===== config.mk =====
export PLATFORM = sky130hd
export DESIGN_NAME = phy_reset_and_strap_latch
export DESIGN_NICKNAME = d
export VERILOG_FILES = /design/src/phy_reset_pkg.sv /design/src/phy_reset_and_strap_latch.sv
export VERILOG_INCLUDE_DIRS = /design/src
export SDC_FILE = /design/constraint.sdc
export NUM_CORES = 1
export LEC_CHECK = 0
export BUFFER_PORTS_ARGS = -buffer_cell sky130_fd_sc_hd__buf_2
export CAP_MARGIN = 20
export CELL_PAD_IN_SITES_DETAIL_PLACEMENT = 1
export CELL_PAD_IN_SITES_GLOBAL_PLACEMENT = 1
export CORE_ASPECT_RATIO = 1.5
export CORE_MARGIN = 2
export CORE_UTILIZATION = 43
export CTS_BUF_LIST = sky130_fd_sc_hd__clkbuf_4
export CTS_CLUSTER_DIAMETER = 60
export DETAILED_ROUTE_END_ITERATION = 16
export PLACE_DENSITY = 0.86
export SLEW_MARGIN = 5
export SYNTH_ARGS = -nofsm -noshare
export SYNTH_HDL_FRONTEND = slang
export SYNTH_SLANG_ARGS = --single-unit

===== constraint.sdc =====
create_clock -name CLOCK -period 2.7 [get_ports CLOCK]
set_input_delay 0.135 -clock CLOCK [delete_from_list [all_inputs] [get_ports CLOCK]]
set_output_delay 0.135 -clock CLOCK [all_outputs]
set_load 0.01 [all_outputs]

===== src/phy_reset_defs.svh =====
// offsets, bit positions, reset values and timing figures of the phy reset block
`ifndef PHY_RESET_DEFS_SVH
`define PHY_RESET_DEFS_SVH
`define CLK_PERIOD_NS 50
`define PORT1_PHY_RESET_REQ_TIME_NS 110000
`define EMU_RST_TIME_NS 1000
`define SYNC_SETTLE 2'h3
`define A_RESET_CTRL 8'h00
`define A_PHY_BASIC 8'h04
`define A_EMU_BASIC 8'h08
`define A_HARDWARE_CONFIG_REG 8'h0C
`define A_LED_CONFIG_REG 8'h10
`define A_EE_CMD 8'h14
`define A_PHY_SPECIAL 8'h18
`define RC_DIGITAL 0
`define RC_PHY1 1
`define RC_EMU 3
`define BC_RESET 15
`define BC_SPEED 13
`define BC_AN 12
`define BC_PDOWN 11
`define BC_DUPLEX 8
`define PHY_STICKY_MASK 15'h0400
`define PHY_BC_RESET_VAL 15'h0000
`define EMU_BC_RESET_VAL 15'h3100
`define HW_HARD 0
`define HW_AMDIX1 25
`define HW_READY 27
`define LED_FUN_LSB 8
`define LED_EN_DEF 6'h3F
`define LED_FUN_DEF 2'h0
`define AUTONEG_DEF 1'b1
`define EE_RELOAD_BIT 0
`define SC_STRAP_SEL 0
`define SC_AUTO 1
`define SC_CROSS 2
`define SC_RESET_VAL 3'h1
`endif


===== src/phy_reset_pkg.sv =====
// types shared by the phy reset and strap latch block
package phy_reset_pkg;
  typedef enum logic [1:0] {RK_FULL, RK_SOFT, RK_KEEP} rst_kind_t;
  typedef enum logic {SEQ_IDLE, SEQ_BUSY} seq_state_t;
endpackage


===== src/phy_reset_and_strap_latch.sv =====
// phy reset sequencing and configuration strap latching behind an ahb-lite slave
//
// Contract
// - port1 reset from either request bit or from power-down exit
// - completion clears both port1 reset bits
// - power-down exit resets phy, registers kept
// - port1 reset bits clear after 110us
// - basic-control reset keeps sticky bits
// - emulated phy reset from either bit
// - emulated reset bits clear after 1us
// - hard and soft straps latched at reset
// - eeprom overrides soft straps, never hard
// - soft straps captured, then eeprom replaces
// - pinless soft straps take tie-off defaults
// - straps load or steer register bits
// - digital reset or reload reverts soft straps
// - pins never resampled except on reset
// - led enable straps default ones, load enables
// - led function strap default zero, loads field
// - auto-mdix strap loads state, steers mdix
// - manual strap picks mdi or crossover
// - autoneg strap default one, loads enable
`timescale 1ns/10ps
`include "phy_reset_defs.svh"

module phy_reset_and_strap_latch
  import phy_reset_pkg::*;
#(
  parameter int PORT1_PHY_RESET_REQ_CYCLES = `PORT1_PHY_RESET_REQ_TIME_NS / `CLK_PERIOD_NS,
  parameter int EMU_RST_CYCLES = `EMU_RST_TIME_NS / `CLK_PERIOD_NS
) (
  input wire logic CLOCK,
  input wire logic EXTERNAL_RESET_PIN,
  input wire logic HSEL,
  input wire logic [31:0] HADDR,
  input wire logic [1:0] HTRANS,
  input wire logic HWRITE,
  input wire logic [2:0] HSIZE,
  input wire logic [31:0] HWDATA,
  input wire logic HREADY,
  output logic [31:0] HRDATA,
  output logic HREADYOUT,
  output logic HRESP,
  input wire logic STRAP_AUTO_MDIX,
  input wire logic STRAP_MANUAL_MDIX,
  input wire logic STRAP_HARD,
  input wire logic EE_PRESENT,
  input wire logic EE_LOAD,
  input wire logic [5:0] EE_LED_EN,
  input wire logic [1:0] EE_LED_FUN,
  input wire logic EE_AUTO_MDIX,
  input wire logic EE_MANUAL_MDIX,
  input wire logic EE_AUTONEG,
  output logic PHY1_RESET,
  output logic EMU_PHY_RESET,
  output logic PHY1_POWER_DOWN,
  output logic PHY1_AN_EN,
  output logic PHY1_SPEED_LSB,
  output logic PHY1_DUPLEX,
  output logic MDIX_AUTO,
  output logic MDIX_CROSS,
  output logic [5:0] LED_EN,
  output logic [1:0] LED_FUN,
  output logic DIGITAL_RESET,
  output logic EE_RELOAD
);

  localparam int CW = 12;

  // counters are 12 bits wide; longer counts need a wider counter
  if (PORT1_PHY_RESET_REQ_CYCLES < 1 || PORT1_PHY_RESET_REQ_CYCLES >= (1 << CW)) begin : g_chk_phy1
    $error("PORT1_PHY_RESET_REQ_CYCLES out of range");
  end
  if (EMU_RST_CYCLES < 1 || EMU_RST_CYCLES >= (1 << CW)) begin : g_chk_emu
    $error("EMU_RST_CYCLES out of range");
  end

  localparam logic [CW-1:0] PHY1_LAST = CW'(PORT1_PHY_RESET_REQ_CYCLES - 1);
  localparam logic [CW-1:0] EMU_LAST = CW'(EMU_RST_CYCLES - 1);

  // bus address and data phase
  logic dp_write;
  logic [7:0] dp_addr;
  wire addr_phase = HSEL & HTRANS[1] & HREADY;

  // strap synchronisers and capture
  logic [2:0] sync1;
  logic [2:0] sync2;
  logic [1:0] settle;
  logic latched;
  logic lat_auto;
  logic lat_manual;
  logic lat_hard;
  logic [5:0] soft_led_en;
  logic [1:0] soft_led_fun;
  logic soft_auto;
  logic soft_manual;
  logic soft_an;
  logic strap_update;

  // software visible state
  logic [14:0] phy_bc;
  logic [14:0] emu_bc;
  logic [5:0] led_en;
  logic [1:0] led_fun;
  logic [2:0] phy_special;

  // reset sequencers
  seq_state_t phy1_state;
  seq_state_t emu_state;
  logic [CW-1:0] phy1_cnt;
  logic [CW-1:0] emu_cnt;

  wire phy1_busy = (phy1_state == SEQ_BUSY);
  wire emu_busy = (emu_state == SEQ_BUSY);

  // write decode, data phase
  wire wr_rc = dp_write & (dp_addr == `A_RESET_CTRL);
  wire wr_bc = dp_write & (dp_addr == `A_PHY_BASIC);
  wire wr_emu = dp_write & (dp_addr == `A_EMU_BASIC);
  wire wr_led = dp_write & (dp_addr == `A_LED_CONFIG_REG);
  wire wr_ee = dp_write & (dp_addr == `A_EE_CMD);
  wire wr_sc = dp_write & (dp_addr == `A_PHY_SPECIAL);

  // ones start resets; a zero starts one only when it clears a set power-down bit
  wire start_rc = wr_rc & HWDATA[`RC_PHY1];
  wire start_bc = wr_bc & HWDATA[`BC_RESET];
  wire start_pd = wr_bc & phy_bc[`BC_PDOWN] & ~HWDATA[`BC_PDOWN];
  wire phy1_go = ~phy1_busy & (start_rc | start_bc | start_pd);
  wire emu_go = ~emu_busy & ((wr_rc & HWDATA[`RC_EMU]) | (wr_emu & HWDATA[`BC_RESET]));

  // a reset-control request reinitialises the whole basic control register, a basic-control one keeps sticky bits
  wire rst_kind_t kind = start_rc ? RK_FULL : start_bc ? RK_SOFT : RK_KEEP;

  wire dig_go = wr_rc & HWDATA[`RC_DIGITAL];
  wire reload_go = wr_ee & HWDATA[`EE_RELOAD_BIT];
  wire capture = ~latched & (settle == `SYNC_SETTLE);
  wire revert = latched & (dig_go | reload_go);
  wire ee_take = latched & EE_PRESENT & EE_LOAD & ~revert;

  // strap-derived defaults of the basic control register
  // braces keep the inversion one bit wide before the cast widens it
  wire [14:0] strap_bits = (15'(soft_an) << `BC_AN) | (15'h1 << `BC_SPEED)
                         | (15'({~soft_an}) << `BC_DUPLEX);
  wire [14:0] strap_mask = (15'h1 << `BC_AN) | (15'h1 << `BC_SPEED) | (15'h1 << `BC_DUPLEX);
  wire [14:0] bc_default = `PHY_BC_RESET_VAL | strap_bits;
  wire [14:0] bc_soft = (bc_default & ~`PHY_STICKY_MASK) | (phy_bc & `PHY_STICKY_MASK);
  wire [14:0] bc_strapped = (phy_bc & ~strap_mask) | strap_bits;

  wire [14:0] next_phy_bc = (phy1_go && kind == RK_FULL) ? bc_default
                          : (phy1_go && kind == RK_SOFT) ? bc_soft
                          : wr_bc ? HWDATA[14:0]
                          : strap_update ? bc_strapped
                          : phy_bc;

  wire [14:0] next_emu_bc = emu_go ? `EMU_BC_RESET_VAL
                          : wr_emu ? HWDATA[14:0]
                          : emu_bc;

  // mdix selection: strap pair or register pair
  wire strap_sel = phy_special[`SC_STRAP_SEL];
  wire next_mdix_auto = strap_sel ? soft_auto : phy_special[`SC_AUTO];
  wire next_mdix_cross = strap_sel ? (~soft_auto & soft_manual)
                       : (~phy_special[`SC_AUTO] & phy_special[`SC_CROSS]);

  // read mux, address phase
  wire [31:0] rd_rc = (32'(phy1_busy) << `RC_PHY1) | (32'(emu_busy) << `RC_EMU);
  wire [31:0] rd_bc = {16'h0000, phy1_busy, phy_bc};
  wire [31:0] rd_emu = {16'h0000, emu_busy, emu_bc};
  wire [31:0] rd_hw = (32'(latched) << `HW_READY) | (32'(soft_auto) << `HW_AMDIX1)
                    | (32'(lat_hard) << `HW_HARD);
  wire [31:0] rd_led = (32'(led_fun) << `LED_FUN_LSB) | 32'(led_en);
  wire [7:0] ra = HADDR[7:0];
  wire [31:0] rd_mux = (ra == `A_RESET_CTRL) ? rd_rc
                     : (ra == `A_PHY_BASIC) ? rd_bc
                     : (ra == `A_EMU_BASIC) ? rd_emu
                     : (ra == `A_HARDWARE_CONFIG_REG) ? rd_hw
                     : (ra == `A_LED_CONFIG_REG) ? rd_led
                     : (ra == `A_PHY_SPECIAL) ? 32'(phy_special)
                     : 32'h00000000;
  wire rd_now = addr_phase & ~HWRITE;

  // ahb-lite slave: zero wait states, always okay
  always_ff @(posedge CLOCK or negedge EXTERNAL_RESET_PIN) begin
    if (!EXTERNAL_RESET_PIN) begin
      dp_write <= 1'b0;
      dp_addr <= 8'h00;
      HRDATA <= 32'h00000000;
      HREADYOUT <= 1'b0;
      HRESP <= 1'b0;
    end else begin
      dp_write <= addr_phase & HWRITE;
      dp_addr <= HADDR[7:0];
      HRDATA <= rd_now ? rd_mux : 32'h00000000;
      HREADYOUT <= 1'b1;
      HRESP <= 1'b0;
    end
  end

  // strap pins pass two flops every cycle; the synchronised values are only used at the capture
  always_ff @(posedge CLOCK or negedge EXTERNAL_RESET_PIN) begin
    if (!EXTERNAL_RESET_PIN) begin
      sync1 <= 3'h0;
      sync2 <= 3'h0;
      settle <= 2'h0;
      latched <= 1'b0;
    end else begin
      sync1 <= {STRAP_HARD, STRAP_MANUAL_MDIX, STRAP_AUTO_MDIX};
      sync2 <= sync1;
      settle <= (settle == `SYNC_SETTLE) ? settle : settle + 2'h1;
      latched <= latched | capture;
    end
  end

  // latched pin values change only on the capture after reset release
  always_ff @(posedge CLOCK or negedge EXTERNAL_RESET_PIN) begin
    if (!EXTERNAL_RESET_PIN) begin
      lat_auto <= 1'b0;
      lat_manual <= 1'b0;
      lat_hard <= 1'b0;
    end else if (capture) begin
      lat_auto <= sync2[0];
      lat_manual <= sync2[1];
      lat_hard <= sync2[2];
    end
  end

  // effective soft straps: capture, revert, then eeprom override
  always_ff @(posedge CLOCK or negedge EXTERNAL_RESET_PIN) begin
    if (!EXTERNAL_RESET_PIN) begin
      soft_led_en <= `LED_EN_DEF;
      soft_led_fun <= `LED_FUN_DEF;
      soft_auto <= 1'b0;
      soft_manual <= 1'b0;
      soft_an <= `AUTONEG_DEF;
    end else if (capture || revert) begin
      soft_led_en <= `LED_EN_DEF;
      soft_led_fun <= `LED_FUN_DEF;
      soft_auto <= capture ? sync2[0] : lat_auto;
      soft_manual <= capture ? sync2[1] : lat_manual;
      soft_an <= `AUTONEG_DEF;
    end else if (ee_take) begin
      soft_led_en <= EE_LED_EN;
      soft_led_fun <= EE_LED_FUN;
      soft_auto <= EE_AUTO_MDIX;
      soft_manual <= EE_MANUAL_MDIX;
      soft_an <= EE_AUTONEG;
    end
  end

  always_ff @(posedge CLOCK or negedge EXTERNAL_RESET_PIN) begin
    if (!EXTERNAL_RESET_PIN) begin
      strap_update <= 1'b0;
    end else begin
      strap_update <= capture | revert | ee_take;
    end
  end

  // led configuration: straps load it, software may rewrite it
  always_ff @(posedge CLOCK or negedge EXTERNAL_RESET_PIN) begin
    if (!EXTERNAL_RESET_PIN) begin
      led_en <= `LED_EN_DEF;
      led_fun <= `LED_FUN_DEF;
    end else if (strap_update) begin
      led_en <= soft_led_en;
      led_fun <= soft_led_fun;
    end else if (wr_led) begin
      led_en <= HWDATA[5:0];
      led_fun <= HWDATA[`LED_FUN_LSB+1:`LED_FUN_LSB];
    end
  end

  always_ff @(posedge CLOCK or negedge EXTERNAL_RESET_PIN) begin
    if (!EXTERNAL_RESET_PIN) begin
      phy_bc <= `PHY_BC_RESET_VAL;
      emu_bc <= `EMU_BC_RESET_VAL;
      phy_special <= `SC_RESET_VAL;
    end else begin
      phy_bc <= next_phy_bc;
      emu_bc <= next_emu_bc;
      phy_special <= wr_sc ? HWDATA[2:0] : phy_special;
    end
  end

  // port1 sequencer; a busy reset runs to its end whatever is written
  always_ff @(posedge CLOCK or negedge EXTERNAL_RESET_PIN) begin
    if (!EXTERNAL_RESET_PIN) begin
      phy1_state <= SEQ_IDLE;
      phy1_cnt <= '0;
    end else begin
      unique case (phy1_state)
        SEQ_IDLE: begin
          phy1_cnt <= '0;
          if (phy1_go) begin
            phy1_state <= SEQ_BUSY;
          end
        end
        SEQ_BUSY: begin
          phy1_cnt <= phy1_cnt + CW'(1);
          if (phy1_cnt == PHY1_LAST) begin
            phy1_state <= SEQ_IDLE;
          end
        end
      endcase
    end
  end

  // emulated phy sequencer
  always_ff @(posedge CLOCK or negedge EXTERNAL_RESET_PIN) begin
    if (!EXTERNAL_RESET_PIN) begin
      emu_state <= SEQ_IDLE;
      emu_cnt <= '0;
    end else begin
      unique case (emu_state)
        SEQ_IDLE: begin
          emu_cnt <= '0;
          if (emu_go) begin
            emu_state <= SEQ_BUSY;
          end
        end
        SEQ_BUSY: begin
          emu_cnt <= emu_cnt + CW'(1);
          if (emu_cnt == EMU_LAST) begin
            emu_state <= SEQ_IDLE;
          end
        end
      endcase
    end
  end

  // registered outputs
  always_ff @(posedge CLOCK or negedge EXTERNAL_RESET_PIN) begin
    if (!EXTERNAL_RESET_PIN) begin
      PHY1_RESET <= 1'b0;
      EMU_PHY_RESET <= 1'b0;
      PHY1_POWER_DOWN <= 1'b0;
      PHY1_AN_EN <= 1'b0;
      PHY1_SPEED_LSB <= 1'b0;
      PHY1_DUPLEX <= 1'b0;
      MDIX_AUTO <= 1'b0;
      MDIX_CROSS <= 1'b0;
      LED_EN <= `LED_EN_DEF;
      LED_FUN <= `LED_FUN_DEF;
      DIGITAL_RESET <= 1'b0;
      EE_RELOAD <= 1'b0;
    end else begin
      PHY1_RESET <= phy1_go | (phy1_busy & (phy1_cnt != PHY1_LAST));
      EMU_PHY_RESET <= emu_go | (emu_busy & (emu_cnt != EMU_LAST));
      PHY1_POWER_DOWN <= next_phy_bc[`BC_PDOWN];
      PHY1_AN_EN <= next_phy_bc[`BC_AN];
      PHY1_SPEED_LSB <= next_phy_bc[`BC_SPEED];
      PHY1_DUPLEX <= next_phy_bc[`BC_DUPLEX];
      MDIX_AUTO <= next_mdix_auto;
      MDIX_CROSS <= next_mdix_cross;
      LED_EN <= led_en;
      LED_FUN <= led_fun;
      DIGITAL_RESET <= dig_go;
      EE_RELOAD <= reload_go;
    end
  end

endmodule // phy_reset_and_strap_latch


**Word-level counts from Yosys, hierarchy flattened**

Cells that the tools add are included.

- Register bits after elaboration: 147
- Bits of input ports: 90
- Output and inout port bits: 52
- Word-level logic and storage cells: 163

- Add/sub/neg operators: 3
- Equality and inequality tests: 16
- Multiplexer cells: 41
- Bitwise logic cells: 54
- Reduce and logical (&&, ||, !) cells: 10

Operators with widths:

| kind | count |
|---|---|
| $mux 28 | 5 |
| $mux 15 | 6 |
| $pmux 12 s2 | 2 |
| $eq 8x5->1 const B | 5 |
| $and 1x1->1 | 29 |
| $or 28x1->28 | 1 |
| $or 28x26->28 | 1 |
| $add 12x1->12 const B | 2 |
| $eq 8x4->1 const B | 3 |
| $mux 6 | 4 |
| $eq 8x3->1 const B | 2 |
| $logic_not 8->1 | 2 |
| $or 15x14->15 | 1 |
| $mux 1 | 14 |
| $or 14x11->14 | 1 |
| $or 14x9->14 | 1 |
| $eq 12x12->1 const B | 1 |
| $eq 12x5->1 const B | 1 |
| $mux 2 | 6 |
| $ne 12x12->1 const B | 1 |
| $ne 12x5->1 const B | 1 |
| $mux 10 | 1 |
| $or 10x6->10 | 1 |
| $not 1->1 | 9 |
| 12 further kinds | 24 |

**Depth between registers and ports, before layout**

- Depth after elaboration: 9
- Depth in mapped cells: 7
- Gate-level depth less buffers: 5

**Worst setup path before layout**

Ideal clock, no wire load.

- Kind: flip-flop to flip-flop
- From: register dp_addr[1]
- To: register soft_led_fun[0]
- Setup time: 0.125 ns
- Data arrival time: 1.769 ns
- Required time: 2.575 ns
- Setup slack: 0.806 ns
- Stages on the path, launching flop included: 7
- Path buffers: 2
- Period minus slack after synthesis: 1.894 ns
- Path through: dfrtp_1 > nor4b_4 > and4_1 > buf_2 > nand2b_1 > buf_2 > mux2_2

- Longest elaborated chain between the ends: 8
- Elaborated cells between the ends (all ways): 13
- Classes of those cells: 1 x eq/ne; 1 x mux; 8 x bitwise; 3 x reduce/logical

Ends and longest elaborated chain:

| element | RTL line | source |
|---|---|---|
| start, declared | phy_reset_and_strap_latch.sv:83 | `logic [7:0] dp_addr;` |
| start signal, assigned | phy_reset_and_strap_latch.sv:193 | `dp_addr <= HADDR[7:0];` |
| $eq 8x5->1 (no line) or $logic_not 8->1 (tied branches) | - |  |
| $and 1x1->1, on equally long branches | phy_reset_and_strap_latch.sv:122, phy_reset_and_strap_latch.sv:118 |  |
| $and 1x1->1, on equally long branches | phy_reset_and_strap_latch.sv:136, phy_reset_and_strap_latch.sv:135 |  |
| $or 1x1->1 (*) | phy_reset_and_strap_latch.sv:138 | `wire revert = latched & (dig_go \| reload_go);` |
| $and 1x1->1 (*) | phy_reset_and_strap_latch.sv:138 |  |
| $not 1->1 | phy_reset_and_strap_latch.sv:139 | `wire ee_take = latched & EE_PRESENT & EE_LOAD & ~revert;` |
| $and 1x1->1 | phy_reset_and_strap_latch.sv:139 |  |
| $reduce_bool 2->1 (no line) | - |  |
| end signal, assigned | phy_reset_and_strap_latch.sv:232 | `` soft_led_fun <= `LED_FUN_DEF; `` |
| end signal, assigned | phy_reset_and_strap_latch.sv:238 | `` soft_led_fun <= `LED_FUN_DEF; `` |
| end, declared | phy_reset_and_strap_latch.sv:95 | `logic [1:0] soft_led_fun;` |

Every way passes the cells marked *; elsewhere a longest branch is shown, timed or not.
A chain may end at the register's enable or synchronous reset.

**Worst setup path in the final report**

Same ends and word-level chain as after synthesis.

==> impl_metrics.yaml <==
timing:
  tightest_slew_ns: 0.623
  period_minus_slack_ns: 2.16
  grt_setup_unrepaired: "false"
  setup_viol: 0
  relSlewSlack_pct: 58.1
  hold_violations: 0
  slew_violations: 0
  fin_tns_setup_ns: 0
  fin_worst_skew_ns: 0.0175
  fmax_mhz: 462
  min_period_over_period_pct: 80.2
logic_synthesis:
  ys_seq_area_share_pct: 58.1
  synth_edf_count: 0
  synth_compound_area_share_pct: 11.3
  synth_top_family_by_area: "simple AND/OR/NAND/NOR gates"
  synth_top_area_cell: "dfrtp_1"
  syn_area_sq_um: 5690
  synthAdderAreaFrac_pct: 0.660
  dominantRegCellSynth: "dfrtp_1"
  synth_seq_cells: 131
  yosys_warnings: 0
  yosys.area_share.simple_pct: 16.5
  syn_inst: 501
  synth_area_per_cell_sq_um: 11.4
  synth.distinct_cells: 56
  synth.area.mux_share_pct: 5.98
  synthArstFlopShare_pct: 100
  ys_top_cells_by_area: "dfrtp_1, dfstp_2, mux2i_1, nor2_1, a22o_1"
  synth_xor_area_share_pct: 2.62
  netlist.area_leader.share_pct: 47.5
floorplanning:
  rows: 51
  start_util_pct: 43.9
  dieArea_sq_um: 14200
  die_w_um: 97.9
  num_io_pins: 142
  fp.dieH_um: 145
  core_sq_um: 13000
cts:
  cts_setup_buffers: 0
  htreeDepth: 4
  ctsResizeCount: 0
  cts_buffers: 17
  clk_latency_ns: 0.54
  cts-root-buf: "clkbuf_4"
  clk_pin_slew_worst_paths_ns: 0.12
  clock_path_buffers: 2
  cts_tree: "built"
  cts_sinks: 131
  cts_hold_buf: 40
layout:
  num_antenna_cells: 0
  regArea_sq_um: 3310
  drive_above_1_share_pct: 25.6
  final_common_cell: "dfrtp_1"
  num-nets-final: 725
  fillerInstances: 1439
  layout_common_cells: "dfrtp_1, buf_2, nor2_1"
  design_area_sq_um: 6930
  fin_cells: 804
  multi_input_area_sq_um: 2170
  syn2layout_area_growth_pct: 21.8
worst_hold_path:
  holdPathEnd: "HRDATA[3]$_DFF_PN0_"
  min_from: "HTRANS[1]"
  worst_hold_path_type: "primary input to flop"
  hold_depth: 5
run_status:
  status: "complete, no violations"
drt:
  num_vias: 4441
  wl_per_cell_um: 19.3
  viasPerCell: 5.52
  wl_mm: 15.5
  drt_iter0_markers: 200
  ant_nets: 0
  drcViolationCount: 0
  firstDrtPassIters: 5
grt:
  grt_max_degree: 62
  grt_use_total_pct: 23.2
  antenna_found_initial: 0
  grt_overflow: 0
  grt_pass1_wl_mm: 25.4
  first_global_vias: 4947
placement:
  hpwl_mm: 10.6
  postPlaceCellArea_sq_um: 6250
  gp_congestion: 0.795
  place_inst: 732
  portBuffers: 82
setup_path:
  critPathMaxFanout: 9
  crit_type: "flop to flop"
  cp.arrival_ns: 2.60
  critPathCaptureType: "flop"
  worstSetupStartpointType: "flop"
  regToRegStartpoint: "dp_addr[1]$_DFF_PN0_"
  r2r_cells: 4
  r2r_end: "soft_led_fun[0]$_DFFE_PN0P_"
  required_ns: 3.13
  worst-r2r-setup-slack_ns: 0.54
power_and_ir_drop:
  power_density_nw_per_um2: 555
  leakagePower_nw: 3.16
  ir_drop_v: 0.000332
  p_total_mw: 3.84
flow_run:
  drv_cap: 0
==> Yosys cell counts (14+ instances only) <==
| cell type | number |
|---|---|
| nor3_1 | 24 |
| nand2_1 | 16 |
| nor2_1 | 54 |
| dfrtp_1 | 108 |
| and2_1 | 14 |
| a22oi_1 | 14 |
| dfstp_2 | 23 |
| mux2i_1 | 25 |
| nand3_1 | 15 |
| buf_4 | 15 |
| a21oi_1 | 24 |
| o21ai_0 | 14 |
| a22o_1 | 16 |
==> state kept, by name (all words and copies together) (netlist names), 2 cells and up <==
signal / cells
HRDATA: 18
emu_bc: 15
phy_bc: 15
emu_cnt: 12
phy1_cnt: 12
dp_addr: 8
LED_EN: 6
led_en: 6
soft_led_en: 6
phy_special: 3
sync1: 3
sync2: 3
LED_FUN: 2
led_fun: 2
settle: 2
soft_led_fun: 2
==> worst max-delay path, stage by stage, from the launching register on <==
cell and delay, ns:
dfrtp_1 0.44, nor4b_4 0.55, and4_1 0.51, nand2b_1 0.22, mux2_2 0.35
==> power breakdown <==
| part | switching [mW] | internal (mW) |
|---|---|---|
| sequential | 0.0783 | 2.10 |
| combinational | 0.199 | 0.171 |
| clock | 0.740 | 0.552 |
==> layer usage <==
layer / up-vias / track usage, % / share of wire [%]
met5: - / 0 / 0
met2: 145 / 42.8 / 55
met1: 2230 / 24.9 / 37
li1: 2019 / - / -
met4: 0 / 12.5 / 3.7
met3: 47 / 4.66 / 4.2
==> per-stage QoR <==
step                      hold WS, ns  setup WS (ns)  utilization, %
after global placement          0.106          0.689            48.3
after floorplan                -0.161          0.806               -
after global routing           0.0727          0.500            53.5
final                          0.0933          0.536            53.5
after detailed placement        0.123          0.602            48.3
after CTS                      0.0481          0.615            53.5
==> cells by family (layout without fill, tap and decap cells) <==
family	count (synthesis)	in the layout
compound gates	90	90
xor+xnor	17	17
fa+ha+maj	3	3
buf+inv	51	181
flops	131	131
mux	33	33
other cells	2	16
simple gates	174	174
==> layout make-up <==
type,instances,area share [%]
inverter,14,0.759
tap,159,2.87
clock buffer,18,1.95
clock inverter,14,2.01
multi-input combinational,333,31.3
timing repair buffer,135,13.3
sequential,131,47.8
==> how the worst max path moves through the flow <==
stage,to,startpoint,cells after the start
global route,soft_led_fun[0]$_DFFE_PN0P_,dp_addr[2]$_DFF_PN0_,4
floorplan,soft_led_fun[0]$_DFFE_PN0P_,dp_addr[1]$_DFF_PN0_,6
detailed placement,soft_led_fun[0]$_DFFE_PN0P_,dp_addr[1]$_DFF_PN0_,4
CTS,soft_led_fun[0]$_DFFE_PN0P_,dp_addr[1]$_DFF_PN0_,4
finish,soft_led_fun[0]$_DFFE_PN0P_,dp_addr[1]$_DFF_PN0_,4
global placement,soft_led_fun[0]$_DFFE_PN0P_,dp_addr[1]$_DFF_PN0_,4
(Power assumes the default switching activity.)
